==> src/verilog/app_session_cfg.svh <==
// Constants for the application session and channel manager
// Assumes an APDU front end that parses headers and runs the file system
`ifndef APP_SESSION_CFG_SVH
`define APP_SESSION_CFG_SVH
`define NUM_CHAN 4
`define CURRENT_APP_FID 16'h7fff
`define ROOT_FID 16'h3f00
`define NAME_MAX_LEN 5'h10
`define P1_BY_NAME 8'h04
`define CLA_LEGACY 8'ha0
`define CLA_BASIC 8'h00
`define NO_FILE 16'h0000
`define NO_APP 4'h0
`define SW_OK 16'h9000
`define SW_CLA_UNSUPPORTED 16'h6e00
`define SW_P1P2_UNSUPPORTED 16'h6a86
`define SW_NOT_ALLOWED 16'h6986
`define SW_NOT_FOUND 16'h6a82
`define SW_WRONG_LEN 16'h6700
`define SW_NO_CHANNEL 16'h6881
`define P2_FIRST 2'h0
`define P2_LAST 2'h1
`define P2_NEXT 2'h2
`define P2_PREV 2'h3
`define P2_CLOSE_BIT 6
`endif

==> src/verilog/app_session_pkg.sv <==
// Types for the application session and channel manager
// Used with app_session_cfg.svh
package app_session_pkg;
   typedef enum logic [2:0] {
      CMD_SELECT_NAME, CMD_SELECT_FID, CMD_SELECT_FILE, CMD_MANAGE_OPEN,
      CMD_MANAGE_CLOSE, CMD_OTHER, CMD_RECORD
   } cmd_t;
   typedef enum logic [1:0] {APP_PLAIN, APP_LEGACY, APP_NEWER} app_kind_t;
   typedef struct packed {
      logic [15:0] curDir;
      logic [15:0] curFile;
      logic [3:0] activeApp;
      logic [7:0] recordPtr;
      logic open;
   } chan_t;
endpackage

==> src/verilog/app_session_channel_manager.sv <==
// Session and logical channel bookkeeping of the card command path
// Expects one command at a time from a front end that has already
// matched the application name against an application table (appMatch)
// Function
// - 7FFF resolves to channel's active application directory
// - Full names 1 to 16 bytes, unique
// - P1 04 selects by prefix, P2 chooses
// - Last picks most recent match, across sessions
// - Partial-name selection supported
// - One active session per logical channel
// - Other select, close option, channel close end session
// - Card reset ends every session
// - Reselect active app with activate restarts it
// - Newer session active rejects class A0 with 6E00
// - Active newer session blocks legacy; of legacy apps, only the last-selected one blocks newer
// - Three extra channels; channel 0 always open
// - Card assigns channel numbers, advertises maximum
// - No interleaving of commands across channels
// - Shared access only to shareable files
// - Separate record pointer per channel
// - Open returns card-chosen channel number
// - Channel open until closed or card deactivated
// - Open from basic: root, no application, no file
// - Open from other channel inherits directory and application
// - Directory and file tracked per channel
// - Open on unshareable directory refused, not allowed
// - Root directory selected after reset
`timescale 1ns/1ps
`include "app_session_cfg.svh"
module app_session_channel_manager
   import app_session_pkg::*;
(
   input wire logic mclk,
   input wire logic rst_n,
   input wire logic cmdValid,
   input wire cmd_t cmdKind,
   input wire logic [7:0] cmdCla,
   input wire logic [1:0] cmdChan,
   input wire logic [7:0] cmdP1,
   input wire logic [7:0] cmdP2,
   input wire logic [4:0] nameLen,
   input wire logic [15:0] cmdFid,
   input wire logic [15:0] fileParent,
   input wire logic fileIsDir,
   input wire logic fileShareable,
   input wire logic [7:0] recordValue,
   input wire logic [14:0] appMatch,
   input wire app_kind_t appKind,
   input wire logic [15:0] appDirFid,
   output logic cmdReady,
   output logic rspValid,
   output logic [15:0] rspStatus,
   output logic [1:0] rspChan,
   output logic [3:0] rspApp,
   output logic [15:0] rspDir,
   output logic [15:0] rspFile,
   output logic [7:0] rspRecord,
   output logic appStart,
   output logic appStop,
   output logic [3:0] maxChannels
);
   typedef struct packed {
      chan_t [`NUM_CHAN-1:0] chan;
      logic [15:0][15:0] appDir;
      logic [15:0][3:0] recency;
      logic [15:0] appBusy;
      logic legacyOn;
      logic newerOn;
      logic [3:0] newerApp;
      logic [3:0] legacyApp;
      logic busy;
      logic rspValid;
      logic [15:0] rspStatus;
      logic [1:0] rspChan;
      logic [3:0] rspApp;
      logic [15:0] rspDir;
      logic [15:0] rspFile;
      logic [7:0] rspRecord;
      logic appStart;
      logic appStop;
   } state_t;

   state_t s_q, s_d;

   // Pick by P2 among matching application indexes; 0 means none
   // Ties in recency go to the higher index
   function automatic logic [3:0] pickApp(input logic [14:0] m, input logic [1:0] how,
         input logic [3:0] cur, input logic [15:0][3:0] rec);
      logic [3:0] r;
      logic [3:0] best;
      r = `NO_APP;
      best = 4'h0;
      for (int i = 1; i < 16; i++) begin
         if (m[i-1]) begin
            unique case (how)
               `P2_FIRST: if (r == `NO_APP) r = 4'(i);
               `P2_NEXT: if (r == `NO_APP && 4'(i) > cur) r = 4'(i);
               `P2_PREV: if (4'(i) < cur) r = 4'(i);
               `P2_LAST: if (rec[i] >= best) begin
                  r = 4'(i);
                  best = rec[i];
               end
            endcase
         end
      end
      return r;
   endfunction

   // End a session on one channel and drop the kind flags it held
   function automatic state_t endSession(input state_t s, input logic [1:0] c);
      state_t t;
      logic [3:0] a;
      t = s;
      a = s.chan[c].activeApp;
      if (a != `NO_APP) begin
         t.chan[c].activeApp = `NO_APP;
         t.appStop = 1'b1;
         t.appBusy[a] = 1'b0;
         for (int k = 0; k < `NUM_CHAN; k++)
            if (k != c && s.chan[k].activeApp == a) t.appBusy[a] = 1'b1;
         if (!t.appBusy[a] && s.newerApp == a) begin
            t.newerOn = 1'b0;
            t.newerApp = `NO_APP;
         end
         // A legacy session shared with another channel keeps its claim
         if (!t.appBusy[a] && s.legacyApp == a) begin
            t.legacyOn = 1'b0;
            t.legacyApp = `NO_APP;
         end
      end
      return t;
   endfunction

   always_comb begin
      logic [3:0] pick;
      logic [1:0] c;
      logic [1:0] freeCh;
      logic found;
      pick = `NO_APP;
      freeCh = 2'h0;
      found = 1'b0;
      c = cmdChan;
      s_d = s_q;
      s_d.rspValid = 1'b0;
      s_d.appStart = 1'b0;
      s_d.appStop = 1'b0;
      s_d.busy = 1'b0;
      // one command accepted per response
      // Busy drops one cycle later, so takes are two edges apart
      if (cmdValid && !s_q.busy) begin
         s_d.busy = 1'b1;
         s_d.rspValid = 1'b1;
         s_d.rspChan = c;
         s_d.rspStatus = `SW_OK;
         if (!s_q.chan[c].open) begin
            s_d.rspStatus = `SW_NO_CHANNEL;
         end else if (s_q.newerOn && cmdCla == `CLA_LEGACY) begin
            // Checked before decoding, so every command kind is refused
            s_d.rspStatus = `SW_CLA_UNSUPPORTED;
         end else begin
            unique case (cmdKind)
               CMD_SELECT_NAME: begin
                  if (nameLen == 5'h0 || nameLen > `NAME_MAX_LEN) begin
                     s_d.rspStatus = `SW_WRONG_LEN;
                  end else begin
                     if (cmdP1 == `P1_BY_NAME)
                        pick = pickApp(appMatch, cmdP2[1:0], s_q.chan[c].activeApp,
                                       s_q.recency);
                     else
                        pick = pickApp(appMatch, `P2_FIRST, `NO_APP, s_q.recency);
                     if (pick == `NO_APP) begin
                        s_d.rspStatus = `SW_NOT_FOUND;
                     end else if (cmdP2[`P2_CLOSE_BIT]) begin
                        // Close naming another application is answered, not acted on
                        if (pick == s_q.chan[c].activeApp)
                           s_d = endSession(s_d, c);
                     end else if ((appKind == APP_NEWER && (s_q.legacyOn
                           || (s_q.newerOn && s_q.newerApp != pick)))
                           || (appKind == APP_LEGACY && s_q.newerOn)) begin
                        s_d.rspStatus = `SW_NOT_ALLOWED;
                     end else if (s_q.appBusy[pick] && s_q.chan[c].activeApp != pick
                           && !fileShareable) begin
                        s_d.rspStatus = `SW_NOT_ALLOWED;
                     end else begin
                        s_d = endSession(s_d, c);
                        s_d.rspStatus = `SW_OK;
                        s_d.chan[c].activeApp = pick;
                        s_d.appDir[pick] = appDirFid;
                        s_d.appBusy[pick] = 1'b1;
                        s_d.chan[c].curDir = appDirFid;
                        s_d.chan[c].curFile = `NO_FILE;
                        s_d.appStart = 1'b1;
                        // Ranks above the picked one move down, so nonzero ranks stay unique
                        for (int i = 0; i < 16; i++)
                           if (s_q.recency[i] > s_q.recency[pick])
                              s_d.recency[i] = s_q.recency[i] - 4'h1;
                        s_d.recency[pick] = 4'hf;
                        if (appKind == APP_NEWER) begin
                           s_d.newerOn = 1'b1;
                           s_d.newerApp = pick;
                        end
                        if (appKind == APP_LEGACY) begin
                           s_d.legacyOn = 1'b1;
                           s_d.legacyApp = pick;
                        end
                     end
                  end
               end
               CMD_SELECT_FID: begin
                  if (cmdFid == `CURRENT_APP_FID) begin
                     // With no session the special identifier names nothing
                     if (s_q.chan[c].activeApp == `NO_APP) s_d.rspStatus = `SW_NOT_FOUND;
                     else s_d.chan[c].curDir = s_q.appDir[s_q.chan[c].activeApp];
                  end else begin
                     s_d.chan[c].curDir = cmdFid;
                  end
                  s_d.chan[c].curFile = `NO_FILE;
               end
               CMD_SELECT_FILE: begin
                  if (fileIsDir) s_d.chan[c].curDir = cmdFid;
                  else begin
                     s_d.chan[c].curDir = fileParent;
                     s_d.chan[c].curFile = cmdFid;
                     s_d.chan[c].recordPtr = 8'h0;
                  end
                  for (int k = 0; k < `NUM_CHAN; k++)
                     if (k != c && s_q.chan[k].open && !fileShareable
                           && s_q.chan[k].curFile == cmdFid && cmdFid != `NO_FILE)
                        s_d.rspStatus = `SW_NOT_ALLOWED;
                  // A refused selection leaves the channel as it was
                  if (s_d.rspStatus != `SW_OK) s_d.chan[c] = s_q.chan[c];
               end
               CMD_RECORD: s_d.chan[c].recordPtr = recordValue;
               CMD_MANAGE_OPEN: begin
                  // Lowest free number wins; the terminal never picks one
                  for (int k = `NUM_CHAN-1; k > 0; k--)
                     if (!s_q.chan[k].open) begin
                        freeCh = 2'(k);
                        found = 1'b1;
                     end
                  if (!fileShareable) s_d.rspStatus = `SW_NOT_ALLOWED;
                  else if (!found) s_d.rspStatus = `SW_NO_CHANNEL;
                  else begin
                     s_d.chan[freeCh].open = 1'b1;
                     s_d.chan[freeCh].curFile = `NO_FILE;
                     s_d.chan[freeCh].recordPtr = 8'h0;
                     if (c == 2'h0 && cmdCla == `CLA_BASIC) begin
                        s_d.chan[freeCh].curDir = `ROOT_FID;
                        s_d.chan[freeCh].activeApp = `NO_APP;
                     end else begin
                        s_d.chan[freeCh].curDir = s_q.chan[c].curDir;
                        s_d.chan[freeCh].activeApp = s_q.chan[c].activeApp;
                     end
                     s_d.rspChan = freeCh;
                  end
               end
               CMD_MANAGE_CLOSE: begin
                  // Channel 0 cannot be closed
                  if (c == 2'h0) s_d.rspStatus = `SW_NOT_ALLOWED;
                  else begin
                     s_d = endSession(s_d, c);
                     s_d.chan[c].open = 1'b0;
                  end
               end
               default: ;
            endcase
         end
         // Open reports the new channel, everything else the issuing one
         s_d.rspApp = s_d.chan[s_d.rspChan].activeApp;
         s_d.rspDir = s_d.chan[s_d.rspChan].curDir;
         s_d.rspFile = s_d.chan[s_d.rspChan].curFile;
         s_d.rspRecord = s_d.chan[s_d.rspChan].recordPtr;
      end
   end

   // Limitation: reset clears recency too, so last forgets older sessions
   always_ff @(posedge mclk or negedge rst_n) begin
      if (!rst_n) begin
         s_q <= '0;
         s_q.chan[0].open <= 1'b1;
         for (int k = 0; k < `NUM_CHAN; k++) s_q.chan[k].curDir <= `ROOT_FID;
      end else begin
         s_q <= s_d;
      end
   end

   // Tied low: the busy spacing stands in for a ready handshake
   assign cmdReady = 1'b0;
   assign maxChannels = 4'(`NUM_CHAN - 1);

   // Outputs straight from the state register
   assign rspValid = s_q.rspValid;
   assign rspStatus = s_q.rspStatus;
   assign rspChan = s_q.rspChan;
   assign rspApp = s_q.rspApp;
   assign rspDir = s_q.rspDir;
   assign rspFile = s_q.rspFile;
   assign rspRecord = s_q.rspRecord;
   assign appStart = s_q.appStart;
   assign appStop = s_q.appStop;
endmodule

==> config.mk <==
export PLATFORM = sky130hd
export DESIGN_NAME = app_session_channel_manager
export DESIGN_NICKNAME = d
export VERILOG_FILES = /design/src/verilog/app_session_pkg.sv /design/src/verilog/app_session_channel_manager.sv
export VERILOG_INCLUDE_DIRS = /design/src /design/src/verilog
export SDC_FILE = /design/constraint.sdc
export NUM_CORES = 2
export LEC_CHECK = 0
export ABC_AREA = 0
export BUFFER_PORTS_ARGS = -buffer_cell sky130_fd_sc_hd__buf_2
export CELL_PAD_IN_SITES_DETAIL_PLACEMENT = 1
export CELL_PAD_IN_SITES_GLOBAL_PLACEMENT = 1
export CORE_MARGIN = 10
export CORE_UTILIZATION = 53
export CTS_CLUSTER_DIAMETER = 30
export DETAILED_ROUTE_END_ITERATION = 7
export PLACE_DENSITY_LB_ADDON = 0.1
export SLEW_MARGIN = 20
export SYNTH_ARGS = -nofsm -noshare
export SYNTH_HDL_FRONTEND = slang
export SYNTH_SLANG_ARGS = --single-unit
==> constraint.sdc <==
create_clock -name mclk -period 81 [get_ports mclk]
set_input_delay 8.1 -clock mclk [delete_from_list [all_inputs] [get_ports mclk]]
set_output_delay 8.1 -clock mclk [all_outputs]
set_load 0.03 [all_outputs]
== Word level (Yosys, flattened, before mapping) ==
Cells that the tools add are included.
Cells by class
  $add $sub $neg: 16
  order comparisons: 71
  eq/ne operators: 56
  mux-type cells: 867
  bitwise operators: 14
  reduce and logical (&&, ||, !) cells: 102
Operators with widths (count)
  $mux W180: 30
  $mux W528: 8
  $bwmux W180: 20
  $mux W4: 565
  $mux W16: 129
  $mux W592: 2
  $pmux W180 S6: 1
  $demux W45 S2: 11
  $pmux W348 S2: 1
  $mux W26: 12
  $bwmux W256: 1
  $mux W48: 5
  $pmux W4 S4: 15
  $mux W45: 5
  $bmux W45 S2: 2
  $or A16 B16 Y16: 11
  $logic_not A4 Y1: 30
  $pmux W46 S2: 1
  $pmux W16 S5: 1
  $mux W66: 1
  $bmux W16 S4: 1
  $demux W16 S4: 1
  $eq A16 B16 Y1: 4
  $gt A4 B4 Y1: 16
  other kinds (61): 253
Storage, ports and cells
  flip-flop bits (word level): 592
  bits of input ports: 112
  output and inout port bits: 70

== Logic depth before layout (Yosys ltp) ==
  depth in word-level cells: 243
  mapped depth: 135

== Least setup slack after synthesis ==
OpenSTA, ideal clock, no wires.
  path type: input port to flip-flop
  start point: input cmdP2[0]
  end point: register s_q[111] in the netlist's numbering
  data arrival time: 34.353 ns
  required time: 80.912 ns
  slack: 46.558 ns
  stages: 121
  path buffers: 5
  cell sequence: buf_2 > inv_2 > nor2_2 > buf_2 > buf_1 > buf_1 > nand3_1 > ha_1 > o211ai_1 > o21a_1 > nor2_1 > a22oi_1 > o2bb2ai_1 > ha_1 > or3b_1 > a31o_2 > and3_4 > nand2_1 > [85 not listed] > a21oi_1 > o21ai_0 > a21o_1 > nand2_1 > or4_4 > nand3_2 > clkbuf_1 > mux2_2 > a221o_1 > o21ai_0 > a21oi_1 > a211oi_1 > ha_1 > a41oi_1 > a21oi_1 > nor2_1 > nor2_1 > a41oi_1
Between the ends
  cells in the longest elaborated chain, start to end: 186
  elaborated cells on any way between the ends: 390
  classes of those cells: order compare: 17; eq/ne: 8; mux: 326; bitwise: 1; reduce/logical: 38
Ends and longest elaborated chain
  from (decl): RTL line app_session_channel_manager.sv:40  | input wire logic [7:0] cmdP2,
  branches (longest 156 deep; another with $ge A4 B4 Y1)
  $mux W4 (*): RTL line app_session_channel_manager.sv:94  | if (m[i-1]) begin
  $mux W4 (*): RTL line app_session_channel_manager.sv:166  | if (cmdP1 == `P1_BY_NAME)
  $mux W4 (*): RTL line app_session_channel_manager.sv:163  | if (nameLen == 5'h0 || nameLen > `NAME_MAX_LEN) begin
  $mux W4 (*): RTL line app_session_channel_manager.sv:161  | unique case (cmdKind)
  $mux W4 (*): RTL line app_session_channel_manager.sv:157  | end else if (s_q.newerOn && cmdCla == `CLA_LEGACY) begin
  $mux W4 (*): RTL line app_session_channel_manager.sv:155  | if (!s_q.chan[c].open) begin
  $mux W4 (*): RTL line app_session_channel_manager.sv:150  | if (cmdValid && !s_q.busy) begin
  [15 not listed]
  $mux W528: RTL line app_session_channel_manager.sv:177  | end else if ((appKind == APP_NEWER && (s_q.legacyOn
  $mux W592: RTL line app_session_channel_manager.sv:173  | end else if (cmdP2[`P2_CLOSE_BIT]) begin
  $mux W528: RTL line app_session_channel_manager.sv:171  | if (pick == `NO_APP) begin
  $mux W528: RTL line app_session_channel_manager.sv:163
  $pmux W348 S2: RTL line app_session_channel_manager.sv:161
  $mux W528: RTL line app_session_channel_manager.sv:157
  $mux W528: RTL line app_session_channel_manager.sv:155
  $mux W528: RTL line app_session_channel_manager.sv:150
  to (decl): RTL line app_session_channel_manager.sv:83  | state_t s_q, s_d;
Every way passes the cells marked *. The select of a mux whose other input is x is not followed.
A chain may end at the register's enable or synchronous reset.

== Final worst setup path ==
  start point: input cmdP2[0]
  end point: register s_q[280] in the netlist's numbering
Between the ends
  cells in the longest elaborated chain, start to end: 177
  elaborated cells on any way between the ends: 377
  classes of those cells: order compare: 16; eq/ne: 8; mux: 315; reduce/logical: 38
Ends and longest elaborated chain (RTL line)
  branches (longest 156 deep; another with $ge A4 B4 Y1)
  $mux W4 (*): app_session_channel_manager.sv:94
  $mux W4 (*): app_session_channel_manager.sv:166
  $mux W4 (*): app_session_channel_manager.sv:163
  $mux W4 (*): app_session_channel_manager.sv:161
  $mux W4 (*): app_session_channel_manager.sv:157
  $mux W4 (*): app_session_channel_manager.sv:155
  $mux W4 (*): app_session_channel_manager.sv:150
  [6 not listed]
  $mux W528: app_session_channel_manager.sv:177
  $mux W592: app_session_channel_manager.sv:173
  $mux W528: app_session_channel_manager.sv:171
  $mux W528: app_session_channel_manager.sv:163
  $pmux W348 S2: app_session_channel_manager.sv:161
  $mux W528: app_session_channel_manager.sv:157
  $mux W528: app_session_channel_manager.sv:155
  $mux W528: app_session_channel_manager.sv:150
Marked as above.

==> results.py <==
metrics = {
    "grt": {
        "overflow": 0,
        "antenna_found_initial": 5,
        "grt.total_usage": 0.436,
        "grt_pass1_wl_mm": 305,
        "grt_pass1_vias": 47700,
        "grt_max_degree": 79,
    },
    "setup_path": {
        "startpoint_type": "input port",
        "max_stage_delay_ns": 0.73,
        "arrival_ns": 39.41,
        "slowest_stage": "nand2_1",
        "r2r-end": "s_q[280]",
        "r2r_slack_ns": 50.34,
        "r2r_start": "s_q[96]",
        "worst-setup-path-type": "input port to flop",
        "crit_required_ns": 81.65,
        "reg2reg_depth": 116,
        "cpMostUsedCell": "ha_1",
        "worstSetupStartpoint": "cmdP2[0]",
        "critPathMaxFanout": 28,
        "end_kind": "flop",
    },
    "power_and_ir_drop": {
        "finalPower_w": 0.00108,
        "ir_worst_vdd_v": 0.0000209,
        "power.density_mw_per_mm2": 22.2,
        "p_leak_nw": 21.1,
    },
    "route": {
        "post_drt_wl_per_cell_um": 34.1,
        "route.detailed.drc": 0,
        "drt_first_pass_iters": 8,
        "drt_iter0_markers": 6328,
        "vias": 46100,
        "vias_per_cell": 7.64,
        "ant_nets": 0,
        "finalWirelength_mm": 206,
    },
    "sta": {
        "maxSlewHeadroom": 0.125,
        "finalHoldViolCount": 0,
        "drv_slew": 0,
        "rsz0062_at_grt": "false",
        "worstMarginPinSlew_ns": 1.31,
        "setup_viol": 0,
        "fin_crit_sh": 0.479,
        "worst_clock_skew_ns": 0.0555,
        "max_freq_ghz": 0.0258,
        "period_minus_slack_ns": 38.76,
        "fin_setup_tns_ns": 0,
    },
    "clock_tree": {
        "h-tree-depth": 4,
        "cts_resized": 0,
        "clk_latency_ns": 0.79,
        "cts_hold_buf": 0,
        "cts_root_buffer": "clkbuf_16",
        "cts.clk_slew.worst_paths_ns": 0.05,
        "cts_setup_buffers": 0,
        "clk_path_buf_depth": 3,
        "cts_made_buffers": 146,
        "cts_tree": "built",
        "clock-sinks": 585,
    },
    "job": {
        "max_cap_viol_count": 0,
    },
    "place": {
        "gp_congestion": 1.02,
        "place_hpwl_mm": 126,
        "portBuffers": 167,
    },
    "die": {
        "start_util": 0.536,
        "die_area_mm2": 0.0918,
        "io_pins": 182,
        "die_w_um": 303,
        "fp.dieH_um": 303,
        "rows": 103,
        "core-area_mm2": 0.0793,
    },
    "yosys": {
        "yosys_warnings": 0,
        "mappedNetlistArea_mm2": 0.0425,
        "synth-edff-count": 0,
        "synth-async-reset-ratio": 1.00,
        "seq_area_frac_synth": 0.345,
        "ys.flop_type": "dfrtp_1",
        "ys_seq_elements": 585,
        "synth.distinct_cells": 113,
        "netlist_instances": 4916,
        "syn_area_per_cell_um2": 8.64,
    },
    "hold_path": {
        "min_to": "s_q[156]",
        "min_path_type": "flop to flop",
        "worstHoldStart": "s_q[156]",
        "min_path_cells": 0,
    },
    "layout": {
        "final_common_cell": "dfrtp_1",
        "drive_above_1_share": 0.172,
        "finalNetCount": 5080,
        "layout_common_cells": "560 x dfrtp_1, 453 x nor2_1, 434 x nand2_1",
        "syn2layout_area_growth_pct": 14.8,
    },
    "outcome": {
        "outcome": "completed",
    },
}
## area by class of cell
type | instances | area (um2)
sequential | 585 | 14700
antenna | 7 | 17.5
tap | 1050 | 1310
fill | 9009 | 30500
clock buffer | 202 | 4130
multi-input combinational | 3712 | 25400
inverter | 110 | 415
timing repair buffer | 298 | 1830
clock inverter | 66 | 1010
## power breakdown
part	internal (W)	total, W	switching, W	leakage [nW]
clock network	0.000404	0.000614	0.000210	2.47
logic	0.0000460	0.000171	0.000125	10.7
registers	0.000295	0.000298	0.00000246	7.87
total	0.000746	0.00108	0.000337	21.1
## state kept, by name (all words and copies together) (netlist names)
signal	cells
appStop	1
appStart	1
rspDir	16
s_q	527
rspRecord	8
rspChan	2
rspStatus	10
rspFile	16
rspApp	4
## per-stage QoR
step | std cells | hold WS, ns | instance area (um2) | worst slack [ns] | utilization
detailed placement | 5755 | 0.367 | 43600 | 42.19 | 0.550
finish | 6030 | 0.374 | 48800 | 42.24 | 0.615
global route | 6024 | 0.386 | 48700 | 40.76 | 0.615
global placement | 5755 | 0.361 | 43600 | 42.87 | 0.550
CTS | 6023 | 0.378 | 48700 | 42.81 | 0.615
floorplan | 4923 | 0.425 | 42500 | 46.56 | -
## worst max-delay path, delay by kind of cell
family,cells,cell delay (ns)
compound gates,42,10.21
simple gates,40,9.20
fa+ha+maj,19,5.71
mux,11,4.07
buf+inv,7,2.01
## logic make-up (layout without fill, tap and decap cells)
kind of cell,Yosys count,in the layout,share of synthesized area
fa+ha+maj,123,123,0.0359
flops,585,585,0.345
compound gates,1782,1782,0.295
other cells,2,16,0.000177
buf+inv,626,676,0.0623
mux,316,316,0.0915
xor+xnor,105,105,0.0217
simple gates,1377,1377,0.148
## how the worst max path moves through the flow
stage                     endpoint  slack [ns]  cells after the start
after floorplan           s_q[111]       46.56                    121
after global placement    s_q[268]       42.87                    119
after detailed placement  s_q[273]       42.19                    119
after CTS                 s_q[280]       42.81                    119
after global routing      s_q[271]       40.76                    120
final                     s_q[280]       42.24                    119
## cells in the mapped netlist, drive strengths merged (23+ instances only)
cell type  number  area share
buf           160       0.021
nor4           35      0.0053
nand2b         52      0.0077
dfstp          25       0.015
xnor2          64       0.013
a22o          153       0.032
a21oi         331       0.039
ha            115       0.034
o21ai         376       0.045
nand4          44      0.0065
inv           108      0.0095
mux2          211       0.056
o22ai         103       0.015
o31ai          39      0.0071
a31oi          61      0.0098
o221ai        103       0.021
nor2b          30      0.0044
mux4           36       0.019
and3           34      0.0051
xor2           41      0.0085
a221o          26      0.0061
a21o           23      0.0041
o22a           43      0.0089
o211ai         78       0.014
nor3           82      0.0097
nor2          468       0.042
nand3          93       0.011
mux2i          69       0.016
nand2         435       0.038
a221oi         85       0.018
dfrtp         560        0.33
a211oi         43      0.0076
clkbuf        356       0.031
and2           24      0.0035
a22oi          64       0.012
## layer usage
metal / GRT usage / vias up / part of all wire
li1: - / 18400 / -
met1: 0.537 / 22900 / 0.37
met2: 0.644 / 3643 / 0.43
met3: 0.144 / 1106 / 0.13
met4: 0.295 / 4 / 0.076
met5: 0 / - / 0.00012
Note: power is estimated with default switching activity, not from simulation.
